$ cat src/rtl/pnp_ldev_pkg.sv
// Constants for the logical-device configuration register bank.
// How it works
// Active flag gates all host bus cycles
// Registers reachable only in configuration state
// Activate bits 7 to 1 read zero
// Range check acts only while inactive
// Range check reads return 0x55 or 0xaa
// Indices 0x32 to 0x3f read zero
// Software writes zero to base bits 11:8
// Internal base from 0x40 and upper 0x41
// Data-width bit selects 16 or 8 bits
// Internal control bits 7 to 2 read zero
// Compare-select bit reads zero, mask mode
// Only mask bit 12 writable, copied upward
// Enable set opens window, reads 4k mask
// Enable clear closes window, reads zero
// Address compared only where mask set
// Indices 0x45 to 0x47 read zero
// Chip-select base 0x48/0x49 resets zero
// Chip-select control width bit, rest zero
// Chip-select decode bit reads zero
// Inactive-state reads undriven, writes ignored
// Writes to read-only bits ignored
// Card select write enters configuration state
// Index via address port, value via data port
package pnp_ldev_pkg;
	// Configuration indices
	localparam logic [7:0] idx_card_select   = 8'h06;
	localparam logic [7:0] idx_activate      = 8'h30;
	localparam logic [7:0] idx_range_check   = 8'h31;
	localparam logic [7:0] idx_ld_res_lo     = 8'h32;
	localparam logic [7:0] idx_ld_res_hi     = 8'h3f;
	localparam logic [7:0] idx_int_base_high = 8'h40;
	localparam logic [7:0] idx_int_base_low  = 8'h41;
	localparam logic [7:0] idx_int_control   = 8'h42;
	localparam logic [7:0] idx_int_mask_high = 8'h43;
	localparam logic [7:0] idx_int_mask_low  = 8'h44;
	localparam logic [7:0] idx_filler_lo     = 8'h45;
	localparam logic [7:0] idx_filler_hi     = 8'h47;
	localparam logic [7:0] idx_cs_base_high  = 8'h48;
	localparam logic [7:0] idx_cs_base_low   = 8'h49;
	localparam logic [7:0] idx_cs_control    = 8'h4a;
	// Field positions
	localparam int active_bit      = 0;
	localparam int pattern_bit     = 0;
	localparam int check_en_bit    = 1;
	localparam int width_bit       = 1;
	localparam int mask_enable_bit = 4;
	// Reset values and fixed read values
	localparam logic [7:0] reset_byte     = 8'h00;
	localparam logic [7:0] pattern_one    = 8'h55;
	localparam logic [7:0] pattern_zero   = 8'haa;
	localparam logic [7:0] zero_byte      = 8'h00;
	localparam logic [7:0] base_low_mask  = 8'hf0;
	localparam logic [7:0] mask_low_on    = 8'hf0;
	localparam logic [7:0] mask_high_on   = 8'hff;
	// Card states
	typedef enum logic [1:0] {
		st_wait,
		st_isolation,
		st_config
	} card_state_t;
endpackage : pnp_ldev_pkg

$ cat src/rtl/pnp_logical_device_config_regs.sv
// Logical-device configuration register bank with window decode.
`timescale 1ns/1ps
module pnp_logical_device_config_regs (
	// Clock and reset
	input  wire logic        clock_in,
	input  wire logic        nrst_in,
	// Host configuration ports, already synchronous to clock_in
	input  wire logic        addr_port_wr_in,
	input  wire logic        data_port_wr_in,
	input  wire logic        data_port_rd_in,
	input  wire logic [7:0]  host_wdata_in,
	// Card state events from the card-level logic
	input  wire logic        isolation_won_in,
	input  wire logic        wait_for_key_in,
	// Host memory and I/O cycle qualifiers
	input  wire logic        mem_cycle_in,
	input  wire logic [23:0] mem_addr_in,
	input  wire logic        io_range_read_in,
	// Configuration read data
	output logic [7:0]       host_rdata_out,
	output logic             host_rdata_oe_n_out,
	// Decoded window and mode outputs
	output logic             device_active_out,
	output logic             internal_mem_hit_out,
	output logic             external_chip_select_out,
	output logic             internal_wide_out,
	output logic             chipsel_wide_out,
	output logic [7:0]       io_check_data_out,
	output logic             io_check_drive_out
);

	// Card state and index register
	pnp_ldev_pkg::card_state_t state_reg;
	logic [7:0]  index_reg;

	// Stored fields; reserved and read-only bits have no storage, so
	// a host write to them cannot disturb anything
	logic        device_active_flag_reg;
	logic        check_en_reg;
	logic        check_pattern_select_reg;
	logic [7:0]  internal_mem_base_high_reg;
	logic [3:0]  internal_mem_base_low_reg;
	logic        int_width_reg;
	logic        internal_memory_enable_reg;
	logic [7:0]  chipsel_base_high_reg;
	logic [7:0]  chipsel_base_low_reg;
	logic        cs_width_reg;

	// Derived values
	logic        in_config;
	logic        cfg_write;
	logic [7:0]  read_value;
	logic [15:0] internal_base;
	logic [15:0] internal_range_mask;
	logic [15:0] chipsel_window_base;
	logic        int_hit;
	logic        cs_hit;

	// Every register of this bank answers only in configuration state
	assign in_config = (state_reg == pnp_ldev_pkg::st_config);
	// Writes land only in configuration state; outside it the strobe
	// is dropped before any field decode sees it
	assign cfg_write = data_port_wr_in & in_config;

	// Index decode, shared by the write processes and the state machine;
	// kept in one place so every user decodes the index alike
	function automatic logic is_idx(input logic [7:0] a, input logic [7:0] b);
		is_idx = (a == b);
	endfunction : is_idx

	// Card state; a card-select write after isolation enters config.
	// This is a minimal local copy of the card-level sequence: only
	// the states that gate this bank are kept. Returning to the wait
	// state has priority, so a key-wait request always wins.
	always_ff @(posedge clock_in or negedge nrst_in) begin
		if (!nrst_in) begin
			state_reg <= pnp_ldev_pkg::st_wait;
		end else if (wait_for_key_in) begin
			state_reg <= pnp_ldev_pkg::st_wait;
		end else begin
			case (state_reg)
				pnp_ldev_pkg::st_wait: begin
					// Isolation entry is signalled by card-level logic,
					// which runs the serial isolation protocol itself
					if (isolation_won_in) begin
						state_reg <= pnp_ldev_pkg::st_isolation;
					end
				end
				// Card won isolation and waits for its select number
				pnp_ldev_pkg::st_isolation: begin
					// Any value written to the select number is accepted
					if (data_port_wr_in &&
					    is_idx(index_reg, pnp_ldev_pkg::idx_card_select)) begin
						state_reg <= pnp_ldev_pkg::st_config;
					end
				end
				// Left only through key wait or reset
				pnp_ldev_pkg::st_config: begin
					state_reg <= pnp_ldev_pkg::st_config;
				end
				// Unused encoding falls back to the safe idle state
				default: begin
					state_reg <= pnp_ldev_pkg::st_wait;
				end
			endcase
		end
	end

	// Index register written through the address port. The index is
	// taken in every card state, so the host may select a register
	// before the card has been placed in configuration state.
	always_ff @(posedge clock_in or negedge nrst_in) begin
		if (!nrst_in) begin
			index_reg <= pnp_ldev_pkg::reset_byte;
		end else if (addr_port_wr_in) begin
			// Any value; unknown indices simply read zero
			index_reg <= host_wdata_in;
		end
	end

	// Activate and range-check controls. Both bits store even while
	// the device is active; the range-check path decides when the
	// enable bit counts, so software may arm it in advance.
	always_ff @(posedge clock_in or negedge nrst_in) begin
		if (!nrst_in) begin
			device_active_flag_reg   <= 1'b0;
			check_en_reg             <= 1'b0;
			check_pattern_select_reg <= 1'b0;
		end else if (cfg_write) begin
			// Only the low bits store; reserved bits are dropped
			if (is_idx(index_reg, pnp_ldev_pkg::idx_activate)) begin
				device_active_flag_reg <=
					host_wdata_in[pnp_ldev_pkg::active_bit];
			end
			// Enable and pattern select share one write
			if (is_idx(index_reg, pnp_ldev_pkg::idx_range_check)) begin
				check_en_reg <= host_wdata_in[pnp_ldev_pkg::check_en_bit];
				check_pattern_select_reg <=
					host_wdata_in[pnp_ldev_pkg::pattern_bit];
			end
		end
	end

	// Internal window base and control; no documented reset, zero chosen
	// so the window stays closed and decodes nothing until software
	// has set the enable bit, whatever base is then stored
	always_ff @(posedge clock_in or negedge nrst_in) begin
		if (!nrst_in) begin
			internal_mem_base_high_reg <= pnp_ldev_pkg::reset_byte;
			internal_mem_base_low_reg  <= 4'h0;
			int_width_reg              <= 1'b0;
			internal_memory_enable_reg <= 1'b0;
		end else if (cfg_write) begin
			// Full byte of base bits 23:16
			if (is_idx(index_reg, pnp_ldev_pkg::idx_int_base_high)) begin
				internal_mem_base_high_reg <= host_wdata_in;
			end
			// Bits 11:8 are not stored, so a stray write is harmless
			if (is_idx(index_reg, pnp_ldev_pkg::idx_int_base_low)) begin
				internal_mem_base_low_reg <= host_wdata_in[7:4];
			end
			// Width bit only; reserved and compare-select bits never store
			if (is_idx(index_reg, pnp_ldev_pkg::idx_int_control)) begin
				int_width_reg <=
					host_wdata_in[pnp_ldev_pkg::width_bit];
			end
			// Only bit 12 of the mask stores; the high byte is read-only
			if (is_idx(index_reg, pnp_ldev_pkg::idx_int_mask_low)) begin
				internal_memory_enable_reg <=
					host_wdata_in[pnp_ldev_pkg::mask_enable_bit];
			end
		end
	end

	// External chip-select window base and control. These reset to
	// zero, so a card activated before software writes a base selects
	// the lowest window of the address space.
	always_ff @(posedge clock_in or negedge nrst_in) begin
		if (!nrst_in) begin
			chipsel_base_high_reg <= pnp_ldev_pkg::reset_byte;
			chipsel_base_low_reg  <= pnp_ldev_pkg::reset_byte;
			cs_width_reg          <= 1'b0;
		end else if (cfg_write) begin
			// Base bits 23:16
			if (is_idx(index_reg, pnp_ldev_pkg::idx_cs_base_high)) begin
				chipsel_base_high_reg <= host_wdata_in;
			end
			// Base bits 15:8
			if (is_idx(index_reg, pnp_ldev_pkg::idx_cs_base_low)) begin
				chipsel_base_low_reg <= host_wdata_in;
			end
			// Width bit only; the decode-option bit is fixed
			if (is_idx(index_reg, pnp_ldev_pkg::idx_cs_control)) begin
				cs_width_reg <=
					host_wdata_in[pnp_ldev_pkg::width_bit];
			end
		end
	end

	// Window description words, in host address bits 23 to 8
	// Base bits 11:8 fixed zero, bits 7:0 implied zero
	assign internal_base = {internal_mem_base_high_reg,
	                        internal_mem_base_low_reg, 4'h0};
	// Mask is all-ones from bit 12 up when enabled, else zero; whatever
	// software wrote to the other mask bits is never stored
	assign internal_range_mask = internal_memory_enable_reg ?
		{pnp_ldev_pkg::mask_high_on, pnp_ldev_pkg::mask_low_on} :
		16'h0000;
	// Chip-select base, both bytes fully stored
	assign chipsel_window_base = {chipsel_base_high_reg,
	                              chipsel_base_low_reg};

	// Read mux; all unlisted indices in this bank read zero. Indices of
	// registers kept elsewhere on the card also fall in the default,
	// so the card-level read path must take precedence over this one.
	always_comb begin
		// Default first, so every path assigns the byte
		read_value = pnp_ldev_pkg::zero_byte;
		case (index_reg)
			// Reserved bits 7:1 read zero
			pnp_ldev_pkg::idx_activate: begin
				read_value = {7'h00, device_active_flag_reg};
			end
			// Enable in bit 1, pattern select in bit 0
			pnp_ldev_pkg::idx_range_check: begin
				read_value = {6'h00, check_en_reg, check_pattern_select_reg};
			end
			// Internal base bits 23:16
			pnp_ldev_pkg::idx_int_base_high: begin
				read_value = internal_mem_base_high_reg;
			end
			// Base bits 15:12, bits 11:8 always zero
			pnp_ldev_pkg::idx_int_base_low: begin
				read_value = {internal_mem_base_low_reg, 4'h0};
			end
			pnp_ldev_pkg::idx_int_control: begin
				// Compare-select bit 0 always reads zero
				read_value = {6'h00, int_width_reg, 1'b0};
			end
			// Copies of the enable bit
			pnp_ldev_pkg::idx_int_mask_high: begin
				read_value = internal_range_mask[15:8];
			end
			// Enable in bit 4, mask bits 11:8 zero
			pnp_ldev_pkg::idx_int_mask_low: begin
				read_value = internal_range_mask[7:0];
			end
			// Chip-select base bits 23:16
			pnp_ldev_pkg::idx_cs_base_high: begin
				read_value = chipsel_base_high_reg;
			end
			// Chip-select base bits 15:8
			pnp_ldev_pkg::idx_cs_base_low: begin
				read_value = chipsel_base_low_reg;
			end
			// Width bit, decode option reads zero
			pnp_ldev_pkg::idx_cs_control: begin
				read_value = {6'h00, cs_width_reg, 1'b0};
			end
			default: begin
				read_value = pnp_ldev_pkg::zero_byte;
			end
		endcase
	end

	// Registered read data; the bus is left undriven outside config.
	// The answer stands for one cycle only; data returns to zero with
	// the drive so a stale byte never lingers on the pins.
	always_ff @(posedge clock_in or negedge nrst_in) begin
		if (!nrst_in) begin
			host_rdata_out      <= pnp_ldev_pkg::zero_byte;
			host_rdata_oe_n_out <= 1'b1;
		end else if (data_port_rd_in && in_config) begin
			// Drive for exactly the cycle after the read pulse
			host_rdata_out      <= read_value;
			host_rdata_oe_n_out <= 1'b0;
		end else begin
			host_rdata_out      <= pnp_ldev_pkg::zero_byte;
			host_rdata_oe_n_out <= 1'b1;
		end
	end

	// Internal window comparator; the enable also gates the hit, so a
	// zero mask cannot open the window by matching every address
	pnp_window_match u_int_match (
		.base_in   (internal_base),
		.mask_in   (internal_range_mask),
		.enable_in (internal_memory_enable_reg),
		.addr_in   (mem_addr_in[23:8]),
		.hit_out   (int_hit)
	);

	// Chip-select window; its range register lives elsewhere, so the
	// internal 4k mask is not reused and the full base is compared;
	// a wider window needs that outside range logic to qualify it
	pnp_window_match u_cs_match (
		.base_in   (chipsel_window_base),
		.mask_in   (16'hffff),
		.enable_in (1'b1),
		.addr_in   (mem_addr_in[23:8]),
		.hit_out   (cs_hit)
	);

	// Window decode, gated by the active flag. Registering the selects
	// adds one cycle of latency but keeps the outputs free of glitches
	// while the address settles.
	always_ff @(posedge clock_in or negedge nrst_in) begin
		if (!nrst_in) begin
			device_active_out        <= 1'b0;
			internal_mem_hit_out     <= 1'b0;
			external_chip_select_out <= 1'b0;
			internal_wide_out        <= 1'b0;
			chipsel_wide_out         <= 1'b0;
		end else begin
			// Active copy for the card-level bus logic
			device_active_out        <= device_active_flag_reg;
			// Selects need a live cycle, a hit and an active device
			internal_mem_hit_out     <= mem_cycle_in & int_hit &
			                            device_active_flag_reg;
			external_chip_select_out <= mem_cycle_in & cs_hit &
			                            device_active_flag_reg;
			// Width copies follow the control bits one cycle later
			internal_wide_out        <= int_width_reg;
			chipsel_wide_out         <= cs_width_reg;
		end
	end

	// Range-check answers on assigned I/O reads while inactive. The
	// enable bit is ignored while active, so normal I/O reads are never
	// answered with the fixed pattern.
	always_ff @(posedge clock_in or negedge nrst_in) begin
		if (!nrst_in) begin
			io_check_data_out  <= pnp_ldev_pkg::zero_byte;
			io_check_drive_out <= 1'b0;
		end else if (io_range_read_in && check_en_reg &&
		             !device_active_flag_reg) begin
			// Pattern select picks one of the two fixed bytes
			io_check_data_out  <= check_pattern_select_reg ?
				pnp_ldev_pkg::pattern_one :
				pnp_ldev_pkg::pattern_zero;
			// Drive flag tells the bus side the byte is valid
			io_check_drive_out <= 1'b1;
		end else begin
			io_check_data_out  <= pnp_ldev_pkg::zero_byte;
			io_check_drive_out <= 1'b0;
		end
	end
endmodule : pnp_logical_device_config_regs

$ cat src/rtl/pnp_window_match.sv
// Masked address comparator for one memory window.
`timescale 1ns/1ps
module pnp_window_match (
	// Window description
	input  wire logic [15:0] base_in,
	input  wire logic [15:0] mask_in,
	input  wire logic        enable_in,
	// Host address bits 23 to 8
	input  wire logic [15:0] addr_in,
	// Match result
	output logic             hit_out
);
	// Per-bit agreement, masked bits always agree
	logic [15:0] agree;
	genvar i;
	generate
		for (i = 0; i < 16; i++) begin : g_bit
			// Only mask-set bits take part in the compare
			assign agree[i] = ~mask_in[i] | (addr_in[i] == base_in[i]);
		end
	endgenerate
	assign hit_out = enable_in & (&agree);
endmodule : pnp_window_match

$ cat config.mk
export PLATFORM = sky130hd
export DESIGN_NAME = pnp_logical_device_config_regs
export DESIGN_NICKNAME = d
export VERILOG_FILES = /design/src/rtl/pnp_ldev_pkg.sv /design/src/rtl/pnp_logical_device_config_regs.sv /design/src/rtl/pnp_window_match.sv
export SDC_FILE = /design/constraint.sdc
export NUM_CORES = 1
export LEC_CHECK = 0
export ABC_AREA = 1
export ABC_CLOCK_PERIOD_IN_PS = 5000
export BUFFER_PORTS_ARGS = -buffer_cell sky130_fd_sc_hd__buf_2
export CAP_MARGIN = 10
export CORE_MARGIN = 8
export CORE_UTILIZATION = 44
export DETAILED_ROUTE_END_ITERATION = 10
export PLACE_DENSITY = 0.63
export REMOVE_ABC_BUFFERS = 1
export SETUP_SLACK_MARGIN = 0.5
export SKIP_CTS_REPAIR_TIMING = 1
export SYNTH_ARGS = -nofsm -noshare
export SYNTH_HDL_FRONTEND = slang
export SYNTH_HIERARCHICAL = 1
export SYNTH_SLANG_ARGS = --single-unit
$ cat constraint.sdc
create_clock -name clock_in -period 5 [get_ports clock_in]
set_clock_uncertainty 0.15 [all_clocks]
set_input_delay 0.25 -clock clock_in [delete_from_list [all_inputs] [get_ports clock_in]]
set_output_delay 0.25 -clock clock_in [all_outputs]
set_load 0.01 [all_outputs]
==> out/qor.csv <==
metric,value,unit
leading area contributor after synthesis,dfrtp_1,
Crit path arrival time,2.09,ns
Root Buffer Master,clkbuf_8,
WL/cell,13.2,um
Post-DP Area,4080,um2
TritonCTS clock tree,built,
CP endpoint kind,flop,
diodes inserted,0,
failing checks,hold timing,
fraction of layout cells with a size suffix above 1,17.3,%
PnR worst setup slack,3.03,ns
Ports,64,
reg2reg path depth,7,
core area,8130,um2
largest net degree at the start of global routing,62,
RSZ-0062 raised after global routing,no,
Inserted Clock Buffers,9,
sequential-to-total area share from yosys stat,41.6,%
GP Congestion,0.849,
Layout Utilization,52.9,%
vias in the first global route,3261,
final setup TNS,0,ns
first-pass iteration count of the detailed router,4,
DR vias,3302,
Power per Cell Area,280,nW/um2
FMAX,0.508,GHz
P_leak,2.31,nW
mapped cell area,3670,um2
final wirelength,9310,um
status,finished with violations,
WHS,-0.101,ns
Final Max Tran Viols,0,
R2R setup slack,3.03,ns
Clock transition at path regs,0.07,ns
reg2reg end,internal_mem_base_high_reg[4],
Min-Delay Path Class,input pin to async pin,
worst reg2reg startpoint,state_reg[0],
first-pass GRT wire length,15700,um
final-layout fill cell count,785,
slew at the pin with the worst max-slew slack,0.788,ns
vias per std cell,4.68,
total power,1.20,mW
cell row count,33,
clock sink count,61,
synthesized area per cell,7.18,um2
Die Ht,107,um
GRT Total Usage,17.0,%
most area-consuming cells after synthesis,"dfrtp_1, nand2_1, nand3_1",
Synth Instances,511,
#FFs+latches synth,61,
IO Port Bufs,55,
post-synth cell types,34,
CP Class,flop to flop,
max_slew headroom,47.4,%
final period utilization,39.3,%
Post-route DRC,0,
DP HPWL,7040,um
post-route design area,4300,um2
CP Max Fanout,16,
CP startpoint kind,flop,
initial antenna violation count,0,
Starting DRT DRC Count,159,
Ys Warns,6,
worst-case vdd ir drop,0.204,mV
die width,107,um
share of the synthesized area in the top cell type,40.9,%
Initial Util,45.1,%
Critical Path RT,5.12,ns
number of routed nets with antenna violations,0,
Nets,640,
max-cap violations,0,
synthesis-to-finish area growth,17.2,%
Post-Place Cells,687,
final hold vios,63,
final setup violating endpoints,0,
min cycle time layout,1.97,ns
Final Non-Filler Cells,705,
H-tree Lvls,3,
clock buffer depth,2,
GRT Residual Overflow,0,
worst slack at placement,3.05,ns
Clock Latency Late Sink,0.34,ns
die area,11500,um2
==> worst max path at each step <==
| stage | slack, ns | to | start | depth (start not counted) |
|---|---|---|---|---|
| global placement | 3.11 | internal_mem_base_high_reg[5] | state_reg[0] | 7 |
| CTS | 3.03 | internal_mem_base_high_reg[4] | state_reg[0] | 7 |
| global route | 2.87 | chipsel_base_high_reg[3] | state_reg[0] | 7 |
| detailed placement | 3.05 | internal_mem_base_high_reg[4] | state_reg[0] | 7 |
| finish | 3.03 | internal_mem_base_high_reg[4] | state_reg[0] | 7 |
| floorplan | 3.38 | internal_mem_base_high_reg[0] | state_reg[0] | 7 |
==> layout by cell type, fill, tap and decap left out, types with 2 or more instances in the layout <==
master         instances
nand2_4                2
a21oi_1                2
nor2_1                56
clkbuf_8               9
nand3_1               69
nand3_4                2
o21a_1                 2
clkbuf_1               2
nand4_1                2
nand3b_1               2
or2_1                  4
nor2_4                 3
buf_2                 55
dfrtp_1               60
o21ai_0                8
o21ai_2                8
o21ai_1               27
nand3_2                3
nand2_1              153
inv_2                  3
conb_1                29
nor2_2                 5
bufinv_16              2
clkinv_2               3
inv_1                 69
dlygate4sd3_1          2
ha_1                   4
nor2_8                 2
nand2_2                4
==> critical path, cell delays in order (launching register included) <==
cell      delay [ns]
dfrtp_1         0.38
inv_1           0.09
ha_1            0.22
nand2_1         0.06
clkinv_1        0.38
nand2_4         0.42
nand2_1         0.12
o21ai_2         0.07
==> synthesized netlist by cell type <==
master and instances:
and2_1 1, nor2_2 5, nand4_1 2, buf_8 1, dfstp_2 1, o21a_1 2, nand3b_1 2, o21ai_1 27
a21oi_1 2, ha_1 4, dfrtp_1 60, inv_2 3, or2_1 4, a21oi_2 1, o21ai_0 8, o21ai_2 8
clkbuf_1 1, nand3_2 3, nor3_1 1, conb_1 2, nor4_1 1, nand3_1 69, nand2_2 4, nor2_1 56
nand3_4 2, buf_6 4, nor2_4 3, nor2_8 2, inv_1 69, buf_4 6, nand2_4 2, clkinv_1 1
a31oi_1 1, nand2_1 153
==> final cells by class <==
| cell class | count | area [um2] | area share (%) |
|---|---|---|---|
| well taps | 105 | 131 | 3.05 |
| flip-flops and latches | 61 | 1530 | 35.5 |
| clock buffers | 11 | 131 | 3.05 |
| multi-input cells | 392 | 1860 | 43.3 |
| repair buffers | 58 | 303 | 7.03 |
| clock inverters | 5 | 75.1 | 1.74 |
| inverters | 73 | 274 | 6.37 |
==> power by group <==
| part | total (mW) | internal [mW] | leakage, nW | switching [mW] |
|---|---|---|---|---|
| clock network | 0.465 | 0.278 | 0.107 | 0.187 |
| logic | 0.188 | 0.0624 | 1.37 | 0.125 |
| registers | 0.551 | 0.522 | 0.831 | 0.0290 |
==> cell families after synthesis <==
| family | Yosys count | share of synthesized area [%] |
|---|---|---|
| other | 2 | 0.205 |
| and+or+nand+nor | 310 | 38.6 |
| AOI/OAI and AO/OA | 49 | 7.77 |
| buffers and inverters | 85 | 10.4 |
| DFF | 61 | 41.6 |
| adders and majority gates | 4 | 1.36 |
==> per-layer routing <==
| metal | part of all wire, % | GRT usage [%] | up-vias |
|---|---|---|---|
| met3 | 6.1 | 4.07 | 13 |
| met5 | 0 | 0 | - |
| met2 | 47 | 28.2 | 70 |
| met4 | 2.0 | 6.05 | 0 |
| met1 | 45 | 21.0 | 1484 |
| li1 | - | - | 1735 |
Power figures use the tool's default switching activity.
